$ cat src/verilog/mgmt_defines.svh
// Constants for the module management control block: offsets, fields, reset values, timing.
// Assumes a 250 MHz register clock; included by the package, the checker and the bench.
`ifndef MGMT_DEFINES_SVH
`define MGMT_DEFINES_SVH

`define CLK_MHZ 250
`define INIT_TIME_MS 2000
`define INIT_CYCLES (`INIT_TIME_MS * 1000 * `CLK_MHZ)
`define RESET_MIN_US 2
`define RESET_MIN_CYCLES (`RESET_MIN_US * `CLK_MHZ)

`define OFS_STATUS 8'h00
`define OFS_FLAG 8'h04
`define OFS_MASK 8'h08
`define OFS_CONTROL 8'h0C

`define STATUS_NOT_READY_BIT 0
`define STATUS_LOW_POWER_BIT 1
`define STATUS_SERIAL_EN_BIT 2
`define STATUS_PENDING_BIT 3
`define CONTROL_POWER_DOWN_BIT 0

`define FLAG_READY_BIT 0
`define FLAG_RX_LOSS_BIT 1
`define FLAG_OTHER_LSB 2
`define FLAG_WIDTH 8

`define MASK_RESET 8'h00
`define FLAG_RESET 8'h00
`define RESET_CNT_WIDTH 10

`endif

$ cat src/verilog/mgmt_pkg.sv
// Types shared by the module management control block.
// Assumes mgmt_defines.svh is on the include path.
`include "mgmt_defines.svh"

package mgmt_pkg;

   typedef enum logic [1:0] {
      ST_HOLD,
      ST_INIT,
      ST_READY
   } life_state_t;

   typedef logic [`FLAG_WIDTH-1:0] flag_vec_t;

   typedef struct packed {
      life_state_t st;
      logic [31:0] init_cnt;
      logic [`RESET_CNT_WIDTH-1:0] rst_cnt;
      logic rst_seen;
      logic [1:0] rst_sync;
      logic [1:0] sel_sync;
      logic [1:0] lp_sync;
      logic [1:0] scl_sync;
      logic [1:0] sda_sync;
      logic scl_prev;
      logic sda_prev;
      logic rst_prev;
      logic stop_seen;
      logic pend;
      flag_vec_t mask_pend;
      logic pd_pend;
      flag_vec_t mask;
      logic power_down;
      flag_vec_t flags;
      logic [31:0] prdata;
      logic pslverr;
      logic irq_n;
      logic low_power;
      logic serial_en;
   } mgmt_state_t;

endpackage

$ cat src/verilog/mgmt_control.sv
// Management-side control and status sequencing of a pluggable module, with an APB slave.
// Assumes pin inputs and the serial clock and data are asynchronous to pclk; flag
// events come from logic on pclk. The serial bus itself is served elsewhere and is
// gated by serial_respond_en.
//
// Implementation choices: the register addresses and the APB register port.
`timescale 1ns/1ps

module mgmt_control
   import mgmt_pkg::*;
#(
   parameter logic [31:0] INIT_CYCLES = `INIT_CYCLES
)
(
   input wire logic pclk,
   input wire logic presetn,
   input wire logic psel,
   input wire logic penable,
   input wire logic pwrite,
   input wire logic [7:0] paddr,
   input wire logic [31:0] pwdata,
   output logic [31:0] prdata,
   output logic pready,
   output logic pslverr,
   input wire logic module_reset_n,
   input wire logic module_select_n,
   input wire logic low_power_request,
   input wire logic scl,
   input wire logic sda,
   input wire logic rx_signal_loss,
   input wire logic [`FLAG_WIDTH-`FLAG_OTHER_LSB-1:0] other_flag,
   output logic interrupt_n,
   output logic low_power_active,
   output logic serial_respond_en,
   output logic data_not_ready
);

   mgmt_state_t s_q;
   mgmt_state_t s_d;

   logic setup;
   logic access;
   logic wr;
   logic rd_flag;
   logic rst_rise;
   logic scl_fall;
   logic stop_cond;
   logic commit;
   flag_vec_t set_v;
   flag_vec_t clr_v;

   // Address decode is shared by the read path and the write path.
   function automatic logic is_mapped(input logic [7:0] a);
      is_mapped = (a == `OFS_STATUS) || (a == `OFS_FLAG) || (a == `OFS_MASK)
         || (a == `OFS_CONTROL);
   endfunction

   function automatic logic [31:0] read_word(input logic [7:0] a, input mgmt_state_t s);
      logic [31:0] w;
      w = 32'h0000_0000;
      unique case (a)
         `OFS_STATUS:
         begin
            w[`STATUS_NOT_READY_BIT] = (s.st != ST_READY);
            w[`STATUS_LOW_POWER_BIT] = s.low_power;
            w[`STATUS_SERIAL_EN_BIT] = s.serial_en;
            w[`STATUS_PENDING_BIT] = s.pend;
         end
         `OFS_FLAG: w[`FLAG_WIDTH-1:0] = s.flags;
         `OFS_MASK: w[`FLAG_WIDTH-1:0] = s.mask;
         `OFS_CONTROL: w[`CONTROL_POWER_DOWN_BIT] = s.power_down;
         default: w = 32'h0000_0000;
      endcase
      read_word = w;
   endfunction

   always_comb
   begin
      s_d = s_q;

      // Pins pass two flops; only the second stage and later feed any logic.
      s_d.rst_sync = {s_q.rst_sync[0], module_reset_n};
      s_d.sel_sync = {s_q.sel_sync[0], module_select_n};
      s_d.lp_sync = {s_q.lp_sync[0], low_power_request};
      s_d.scl_sync = {s_q.scl_sync[0], scl};
      s_d.sda_sync = {s_q.sda_sync[0], sda};
      s_d.scl_prev = s_q.scl_sync[1];
      s_d.sda_prev = s_q.sda_sync[1];
      s_d.rst_prev = s_q.rst_sync[1];

      setup = psel && !penable;
      access = psel && penable;
      wr = access && pwrite;
      rd_flag = access && !pwrite && (paddr == `OFS_FLAG);

      rst_rise = s_q.rst_sync[1] && !s_q.rst_prev;
      scl_fall = !s_q.scl_sync[1] && s_q.scl_prev;
      stop_cond = s_q.scl_sync[1] && s_q.scl_prev && s_q.sda_sync[1] && !s_q.sda_prev;

      // A stop on the serial link arms the commit; the next serial clock fall fires it.
      if (stop_cond)
      begin
         s_d.stop_seen = 1'b1;
      end
      commit = s_q.stop_seen && scl_fall;
      if (commit)
      begin
         s_d.stop_seen = 1'b0;
      end

      // Reset pulses shorter than the minimum are filtered out.
      if (!s_q.rst_sync[1])
      begin
         if (s_q.rst_cnt != `RESET_CNT_WIDTH'(`RESET_MIN_CYCLES))
         begin
            s_d.rst_cnt = s_q.rst_cnt + 1'b1;
         end
         else
         begin
            s_d.rst_seen = 1'b1;
         end
      end
      else
      begin
         s_d.rst_cnt = '0;
      end

      set_v = '0;
      unique case (s_q.st)
         ST_HOLD:
         begin
            s_d.init_cnt = '0;
            if (rst_rise)
            begin
               s_d.rst_seen = 1'b0;
               s_d.st = ST_INIT;
            end
         end
         ST_INIT:
         begin
            if (s_q.rst_seen)
            begin
               s_d.st = ST_HOLD;
            end
            else if (s_q.init_cnt >= INIT_CYCLES - 32'd1)
            begin
               s_d.st = ST_READY;
               set_v[`FLAG_READY_BIT] = 1'b1;
            end
            else
            begin
               s_d.init_cnt = s_q.init_cnt + 32'd1;
            end
         end
         ST_READY:
         begin
            if (s_q.rst_seen)
            begin
               s_d.st = ST_HOLD;
            end
         end
         // The unused state code falls back to the held state, so an upset cannot lock up.
         default:
         begin
            s_d.st = ST_HOLD;
         end
      endcase

      // Serial answering needs a finished start-up and an asserted select.
      s_d.serial_en = (s_d.st == ST_READY) && !s_q.sel_sync[1];

      // Flag events are level conditions sampled every cycle.
      set_v[`FLAG_RX_LOSS_BIT] = rx_signal_loss;
      set_v[`FLAG_WIDTH-1:`FLAG_OTHER_LSB] = other_flag;

      // A read clears only the bits it returned, so a flag raised after setup survives.
      clr_v = '0;
      if (rd_flag)
      begin
         clr_v = s_q.prdata[`FLAG_WIDTH-1:0];
      end
      if (wr && (paddr == `OFS_FLAG))
      begin
         clr_v = clr_v | pwdata[`FLAG_WIDTH-1:0];
      end
      // Set beats clear in the same cycle so no event is lost.
      s_d.flags = (s_q.flags & ~clr_v) | set_v;

      // Mask and power-down writes wait for the first serial clock fall after a stop before taking effect.
      if (wr && (paddr == `OFS_MASK))
      begin
         s_d.mask_pend = pwdata[`FLAG_WIDTH-1:0];
         s_d.pend = 1'b1;
      end
      if (wr && (paddr == `OFS_CONTROL))
      begin
         s_d.pd_pend = pwdata[`CONTROL_POWER_DOWN_BIT];
         s_d.pend = 1'b1;
      end
      if (commit && s_q.pend)
      begin
         s_d.mask = s_q.mask_pend;
         s_d.power_down = s_q.pd_pend;
         s_d.pend = 1'b0;
      end

      // Low power follows the pin at once; leaving it drops back to full power unless power_down is set.
      s_d.low_power = s_q.lp_sync[1] || s_d.power_down;

      // Interrupt stays low while any unmasked flag is latched.
      s_d.irq_n = ~|(s_d.flags & ~s_d.mask);

      if (setup)
      begin
         s_d.prdata = read_word(paddr, s_q);
         s_d.pslverr = !is_mapped(paddr);
      end
   end

   always_ff @(posedge pclk or negedge presetn)
   begin
      if (!presetn)
      begin
         s_q <= '{
            st: ST_INIT,
            init_cnt: 32'h0000_0000,
            rst_cnt: '0,
            rst_seen: 1'b0,
            rst_sync: 2'h3,
            sel_sync: 2'h3,
            lp_sync: 2'h0,
            scl_sync: 2'h3,
            sda_sync: 2'h3,
            scl_prev: 1'b1,
            sda_prev: 1'b1,
            rst_prev: 1'b1,
            stop_seen: 1'b0,
            pend: 1'b0,
            mask_pend: `MASK_RESET,
            pd_pend: 1'b0,
            mask: `MASK_RESET,
            power_down: 1'b0,
            flags: `FLAG_RESET,
            prdata: 32'h0000_0000,
            pslverr: 1'b0,
            irq_n: 1'b1,
            low_power: 1'b0,
            serial_en: 1'b0
         };
      end
      else
      begin
         s_q <= s_d;
      end
   end

   // Zero-wait slave: the access phase always completes in its first cycle.
   assign pready = 1'b1;
   assign prdata = s_q.prdata;
   assign pslverr = s_q.pslverr && psel && penable;
   assign interrupt_n = s_q.irq_n;
   assign low_power_active = s_q.low_power;
   assign serial_respond_en = s_q.serial_en;
   assign data_not_ready = (s_q.st != ST_READY);

endmodule

$ cat config.mk
export PLATFORM = sky130hd
export DESIGN_NAME = mgmt_control
export DESIGN_NICKNAME = d
export VERILOG_FILES = /design/src/verilog/mgmt_pkg.sv /design/src/verilog/mgmt_control.sv
export VERILOG_INCLUDE_DIRS = /design/src /design/src/verilog
export SDC_FILE = /design/constraint.sdc
export NUM_CORES = 1
export LEC_CHECK = 0
export BUFFER_PORTS_ARGS = -buffer_cell sky130_fd_sc_hd__buf_2
export CORE_MARGIN = 2
export CORE_UTILIZATION = 40
export CTS_CLUSTER_DIAMETER = 100
export DETAILED_ROUTE_END_ITERATION = 8
export GPL_ROUTABILITY_DRIVEN = 0
export GPL_TIMING_DRIVEN = 0
export SLEW_MARGIN = 20
export SYNTH_ARGS = -nofsm -noshare
export SYNTH_HDL_FRONTEND = slang
export SYNTH_SLANG_ARGS = --single-unit
$ cat constraint.sdc
create_clock -name pclk -period 2.2 [get_ports pclk]
set_input_delay 0.22 -clock pclk [delete_from_list [all_inputs] [get_ports pclk]]
set_output_delay 0.22 -clock pclk [all_outputs]
set_load 0.1 [all_outputs]
### Word level (Yosys, flattened, before mapping)

Cells that the tools add are included.

* bits in registers: 98
* bits of input ports: 57
* output and inout port bits: 38
* word-level logic and storage cells: 109

* $add $sub $neg: 2
* magnitude comparators: 1
* equal/unequal tests: 10
* multiplexer cells: 28
* bitwise logic cells: 6
* reductions and logical operators: 38

Operators by type and width (number)
* 32-bit two-way mux: 2
* 32-bit one-hot mux with 2 select lines: 1
* 32-bit by 1-bit adder with 32-bit output, second input constant: 1
* 32-bit by 29-bit greater-or-equal comparator with 1-bit output, second input constant: 1
* 10-bit two-way mux: 2
* 1-bit logical AND: 18
* 9-bit two-way mux: 2
* 8-bit AND: 2
* 8-bit by 4-bit equality test with 1-bit output, second input constant: 2
* 8-bit two-way mux: 2
* 8-bit NOT: 2
* 8-bit OR: 2
* 1-bit two-way mux: 11
* 10-bit by 1-bit adder with 10-bit output, second input constant: 1
* 10-bit by 9-bit != test with 1-bit output, second input constant: 1
* 3-bit one-hot mux with 3 select lines: 1
* 8-bit by 3-bit equality test with 1-bit output, second input constant: 1
* 1-bit zero test: 8
* 8-bit zero test: 1
* 2-bit two-way mux: 4
* 4-bit one-hot mux with 2 select lines: 1
* 8-bit OR reduction: 1
* 2-bit != test, second input constant: 3
* 2-bit one-hot mux with 3 select lines: 1
* other kinds (8): 14

### Logic depth before layout (Yosys ltp)

Gate-level depths: netlist (run 1).

* word-level depth: 12
* mapped depth: 8
* mapped depth without buffers: 7

### Least setup slack after synthesis (run 1)

No wires, ideal clock.

* path kind: flip-flop to flip-flop
* from: reg s_q[120] (netlist name)
* to: reg s_q[110] (netlist name)
* setup time: 0.129 ns
* data arrival time: 2.182 ns
* required time: 2.071 ns
* setup slack: -0.112 ns
* stages on the path, launching flop included: 7
* buffers on the path: 0
* period minus slack after synthesis: 2.312 ns
* cells stage by stage: dfstp_2 > or3b_4 > or3_4 > a2111oi_4 > nand4_1 > xor2_1 > nor2_1

* longest elaborated chain between the ends: 3
* elaborated cells between the ends (all ways): 7
* those cells by class: eq/ne: 3; mux: 1; reduce/logical: 3

RTL lines
* start: declaration: RTL line mgmt_control.sv:38 `mgmt_state_t s_q;`
* start signal: assignment: RTL line mgmt_control.sv:224 `s_q <= '{`
* 2-bit by 1-bit equality test with 1-bit output / 2-bit zero test (equally long branches): RTL line mgmt_control.sv:129 `unique case (s_q.st)`
* 2-bit != test (no line) / 2-bit nonzero test (equally long branches)
* 3-bit AND reduction (no line)

Parallel ways exist; a longest one is shown, timed or not.
A chain may end at the register's enable or synchronous reset.

### Worst setup path in the final report (run 1)

* from: reg s_q[88] (netlist name)
* to: reg s_q[94] (netlist name)

* longest elaborated chain between the ends: 4
* elaborated cells between the ends (all ways): 7
* those cells by class: add/sub: 1; order compare: 1; eq/ne: 1; mux: 3; reduce/logical: 1

RTL lines
* 32-bit by 1-bit adder with 32-bit output: RTL line mgmt_control.sv:152 `s_d.init_cnt = s_q.init_cnt + 32'd1;`
* 32-bit two-way mux: RTL line mgmt_control.sv:145 `else if (s_q.init_cnt >= INIT_CYCLES - 32'd1)`
* 32-bit two-way mux: RTL line mgmt_control.sv:141 `if (s_q.rst_seen)`
* 32-bit one-hot mux with 2 select lines: RTL line mgmt_control.sv:129

Parallel ways exist; a longest one is shown, timed or not. The select of a mux whose other input is x is not followed.

==> impl_metrics.toml, run 1 <==
[status]
status = "finished clean"

[synth]
yosysUniqueCellTypes = 61
yosysTopAreaCell = "dfrtp_1"
syn_avg_cell_area_um2 = 10.4
netlist_area_um2 = 4850
synthArstFlopShare_pct = 100
yosys-top-cells-area = "dfrtp_1, dfstp_2, buf_4"
synthCells = 466
synth_flop_cell = "dfrtp_1"
synth_seq_cells = 98
synth_edf_count = 0
yosysTopAreaCellShare_pct = 43.8
synthTopCellsByCount = "dfrtp_1, nor2_1, buf_4, nand2_1, nand3_1"
yosys_warnings = 0
synthMostInstantiatedCell = "dfrtp_1"
seq_area_frac_synth_pct = 50.9

[timing]
hold_violations = 0
slew_violations = 0
setup_violations = 0
tightest_slew_ns = 0.775
layout_min_cycle_time_ns = 2.17
slew_headroom_pct = 48.0
worst_slack_ns = 0.0336
clock_skew_ns = 0.00400
fmax_ghz = 0.462
rsz0062_at_grt = "yes"
min_period_over_period_pct = 98.5

[floorplanning]
die_height_um = 114
dieArea_um2 = 13000
ios = 95
core-area_um2 = 11900
rows = 40
dieWidth_um = 114
start_util_pct = 40.8

[global_routing]
grt.busiest_layer = "met2"
grt_pass1_wl_um = 17200
grt_max_degree = 67
grt_util_all_layers_pct = 16.3
grt_use_met3_pct = 3.39
grt_pass1_vias = 3565
gr-total-overflow = 0
antenna_found_initial = 0
grtUsageMet2_pct = 26.7
grtUsageMet1_pct = 22.1

[critical_path]
cp_max_fo = 7
start_kind = "flop"
arrival_ns = 2.43
criticalPathCategory = "reg2reg"
required_ns = 2.46
end_kind = "flop"

[detailed_routing]
vias = 3752
detail_route.iter0.violations = 258
drtAntennaViolNets = 0
firstDrtPassIters = 6
totalWireLength_um = 10500
viasPerCell = 5.20
drc = 0
wl_per_cell_um = 14.5

[run]
maxCapViolCount = 0

[clocking]
numCtsBuffers = 9
clkLatencyLatePin_ns = 0.33
cts_sinks = 98
cts_tree = "yes"
htree_num_levels = 3
cts-root-buf = "clkbuf_16"
clk_pin_slew_worst_paths_ns = 0.07
clockBufferDepth = 2

[finish]
fin_nets = 629
antennaDiodeCount = 0
postLayoutCellArea_um2 = 6110
drive_gt1_share_pct = 31.2
area_growth_pct = 25.9
final_cells = 721

[placed_design]
place_ws_ns = -0.539
io_buffers = 43
place_area_um2 = 5370
hpwlAfterDp_um = 7110
dp.cells = 680

[power_and_ir_drop]
irDropWorstVdd_v = 0.000505
powerDensity_nw_per_um2 = 744
leakage_uw = 0.00285
power_uw = 4550

[worst_hold_path]
hold_class = "in2reg"
[cell type report]
| type | count | area [um2] |
|---|---|---|
| Clock inverter | 7 | 141 |
| Timing Repair Buffer | 69 | 467 |
| Sequential cell | 98 | 2470 |
| Buffer | 48 | 318 |
| Clock buffer | 9 | 225 |
| Inverter | 10 | 37.5 |
| Multi-Input combinational cell | 333 | 2270 |
| Tap cell | 147 | 184 |
| Fill cell | 1093 | 5800 |
[registers in the layout (all words and copies together), names as in the netlist]
signal             count
interrupt_n            1
low_power_active       1
prdata                 8
s_d                    8
s_q                   79
serial_respond_en      1
[worst paths after layout]
kind / from / slack [ns] / endpoint / depth (start not counted)
max: s_q[88] / 0.03 / s_q[94] / 8
min: other_flag[2] / 0.1 / s_q[40] / 3
max reg2reg: s_q[88] / 0.03 / s_q[94] / 8
min reg2reg: s_d[72] / 0.35 / s_q[72] / 0
max in group asynchronous: presetn / 1.19 / s_q[74] / 3
min in group asynchronous: presetn / 0.34 / s_q[60] / 2
[worst max-delay path: stages, from the launching register on]
cell and delay (ns):
dfrtp_1 0.41, ha_1 0.24, nand4_1 0.15, nor2_1 0.11, o211ai_1 0.25, buf_4 0.18
nand2_2 0.10, or4_1 0.51, a21oi_2 0.15
[routing by layer]
| metal | up-vias | wire, um |
|---|---|---|
| li1 | 1816 | - |
| met1 | 1820 | 4760 |
| met2 | 100 | 5080 |
| met3 | 16 | 470 |
| met4 | 0 | 139 |
| met5 | - | 0 |
[kinds of logic after synthesis]
kind of cell,Yosys count,synth area share (%)
flip-flops,98,50.9
buffers and inverters,58,7.17
AO/OA/AOI/OAI,57,8.38
other,2,0.155
multiplexers,27,6.29
XOR/XNOR,24,4.33
adder cells (fa/ha/maj),3,0.773
AND/OR/NAND/NOR,197,22.1
[power breakdown]
part	switching [uW]	leakage (uW)	internal, uW
registers	78.5	0.00125	1890
clock network	664	0.000176	1230
logic	471	0.00142	226
[placed cells by master, fill, tap and decap left out, drive strengths merged, types with 13 or more instances in the layout]
cell	instances
mux2	18
buf	97
nand2	30
nand4	18
dfstp	13
nor2	55
conb	25
clkbuf	22
xor2	19
nand3	25
dfrtp	85
[stage by stage]
step | utilization [%] | hold WS [ns] | setup TNS, ns
after detailed placement | 45.1 | 0.131 | -8.78
after floorplan | - | -0.0756 | 0
after CTS | 50.1 | 0.0880 | -0.110
after global routing | 51.3 | 0.0906 | -0.297
final | 51.3 | 0.0995 | 0
after global placement | 44.8 | 0.324 | -16.70
[timing repair]
action	CTS	global route
endpoints found under the setup margin	34	30
resized for setup	14	24
endpoints found under the hold margin	34	0
cloned	0	0
pin swaps	8	10
hold buffers	6	0
buffers inserted	14	5
Power figures use the tool's default switching activity.
==> run 2, diff against run 1 <==
--- a/config.mk
+++ b/config.mk
@@ -8,7 +8,8 @@
 export LEC_CHECK = 0
 export BUFFER_PORTS_ARGS = -buffer_cell sky130_fd_sc_hd__buf_2
 export CORE_MARGIN = 2
-export CORE_UTILIZATION = 40
+export CORE_UTILIZATION = 30
+export CTS_BUF_LIST = sky130_fd_sc_hd__clkbuf_4 sky130_fd_sc_hd__clkbuf_8
 export CTS_CLUSTER_DIAMETER = 100
 export DETAILED_ROUTE_END_ITERATION = 8
 export GPL_ROUTABILITY_DRIVEN = 0
==> impl_metrics.toml, run 2 (synthesis results as in run 1) <==
[status]
status = "finished with violations"
violations = "negative setup slack"

[clocking]
clkLatencyLatePin_ns = 0.38
htree_num_levels = 3
clockBufferDepth = 2
cts-root-buf = "clkbuf_8"
clk_pin_slew_worst_paths_ns = 0.10
cts_tree = "yes"
cts_sinks = 98
numCtsBuffers = 9

[placed_design]
hpwlAfterDp_um = 7740
io_buffers = 43
dp.cells = 749
place_area_um2 = 5460

[detailed_routing]
totalWireLength_um = 11100
wl_per_cell_um = 14.0
detail_route.iter0.violations = 230
viasPerCell = 4.74
vias = 3751
firstDrtPassIters = 4
drtAntennaViolNets = 0
drc = 0

[global_routing]
antenna_found_initial = 0
grt_pass1_vias = 3807
gr-total-overflow = 0
grt_util_all_layers_pct = 13.3
grt_max_degree = 65
grt_pass1_wl_um = 18800

[floorplanning]
ios = 95
core-area_um2 = 15800
rows = 46
dieArea_um2 = 17200
die_height_um = 131
start_util_pct = 30.7
dieWidth_um = 131

[finish]
final_cells = 792
layout_commonest_cell = "dfrtp_1"
top_register = "s_q"
area_growth_pct = 24.0
fin_nets = 631
postLayoutCellArea_um2 = 6020
drive_gt1_share_pct = 31.9
final_cell_mix = "dfrtp_1, nor2_1, buf_4, buf_2, nand2_1"
largest_reg_flops = 79
antennaDiodeCount = 0

[timing]
setup_violations = 2
slew_violations = 0
min_period_over_period_pct = 102
tightest_slew_ns = 0.786
rsz0062_at_grt = "yes"
hold_ws_ns = 0.0354
tns_ns = -0.0556
layout_min_cycle_time_ns = 2.24
worst_slack_ns = -0.0367
hold_violations = 0
slew_headroom_pct = 47.2
clock_skew_ns = 0.0151
fmax_ghz = 0.447

[critical_path]
crit_chain = "or3b_4 -> buf_6 -> nor2_4 -> nor4b_4 -> buf_4 -> nand3_2 -> or3_4 -> a21oi_2"
cp_max_fo = 3
criticalPathCategory = "reg2reg"
max_stage_delay_ns = 0.54
arrival_ns = 2.53
end_kind = "flop"
slowest_stage = "dfstp_2"
start_kind = "flop"
rr_worst_depth = 8
required_ns = 2.50

[run]
maxCapViolCount = 0

[power_and_ir_drop]
power_uw = 3900
irDropWorstVdd_v = 0.000292
leakage_uw = 0.00279
powerDensity_nw_per_um2 = 647

[worst_hold_path]
whs_path_depth = 3
hold_class = "in2reg"
==> run 2: cell types whose count changed in the layout (fill, tap and decap cells not counted), moves of 2 or more <==
cell | previous run | this run
clkbuf_8 | 0 | 10
clkbuf_16 | 9 | 0
buf_4 | 48 | 53
bufinv_16 | 4 | 1
nand3_2 | 3 | 6
buf_6 | 6 | 4
inv_6 | 0 | 2
nand3_1 | 20 | 18
o311ai_0 | 1 | 3
o311ai_1 | 2 | 0
==> run 2: final timing paths <==
kind	end	slack (ns)	from
hold reg to reg	s_q[74]	0.36	s_d[74]
setup reg to reg	s_q[107]	-0.04	s_q[120]
min in group asynchronous	s_q[104]	0.30	presetn
max in group asynchronous	s_q[66]	1.23	presetn
setup / recovery	s_q[107]	-0.04	s_q[120]
hold / removal	s_q[40]	0.04	other_flag[2]
==> run 2: critical path, delay by kind of cell, from the launching register on <==
kind / cells / cell delay (ns)
AND/OR/NAND/NOR: 5 / 1.17
flip-flops: 1 / 0.54
AO/OA/AOI/OAI: 1 / 0.13
buffers and inverters: 2 / 0.31
==> run 2: metal layers <==
layer  track usage [%]  wire [um]  vias to the layer above
li1                  -          -                     1809
met1              17.0       5120                     1830
met2              21.2       5150                       94
met3              3.09        547                       18
met4              6.58        248                        0
met5                 0          0                        -
==> run 2: cell type report <==
cell class	count	area (um2)
buffer	48	315
sequential	98	2470
clock inverter	5	60.1
multi-input combinational	333	2240
inverter	10	37.5
clock buffer	11	145
tap	216	270
fill	1567	9810
timing repair buffer	71	480
==> run 2: where the power goes <==
part / internal (uW) / switching (uW) / leakage [uW] / total [uW]
registers: 1880 / 69.7 / 0.00125 / 1950
logic: 227 / 486 / 0.00143 / 713
clock network: 576 / 654 / 0.000104 / 1230
==> run 2: what timing repair did <==
| action | in CTS | in global routing |
|---|---|---|
| gates resized for setup | 18 | 19 |
| endpoints found under the hold margin | 39 | 0 |
| endpoints found under the setup margin | 31 | 36 |
| pin swaps | 10 | 12 |
| hold buffers | 6 | 0 |
| setup buffers | 15 | 6 |
==> run 2: per-stage QoR <==
step | util (%) | setup WS, ns
CTS | 37.3 | -0.0887
global placement | 34.3 | -0.636
floorplan | - | 0.0150
global route | 38.0 | -0.0929
finish | 38.0 | -0.0367
detailed placement | 34.5 | -0.651
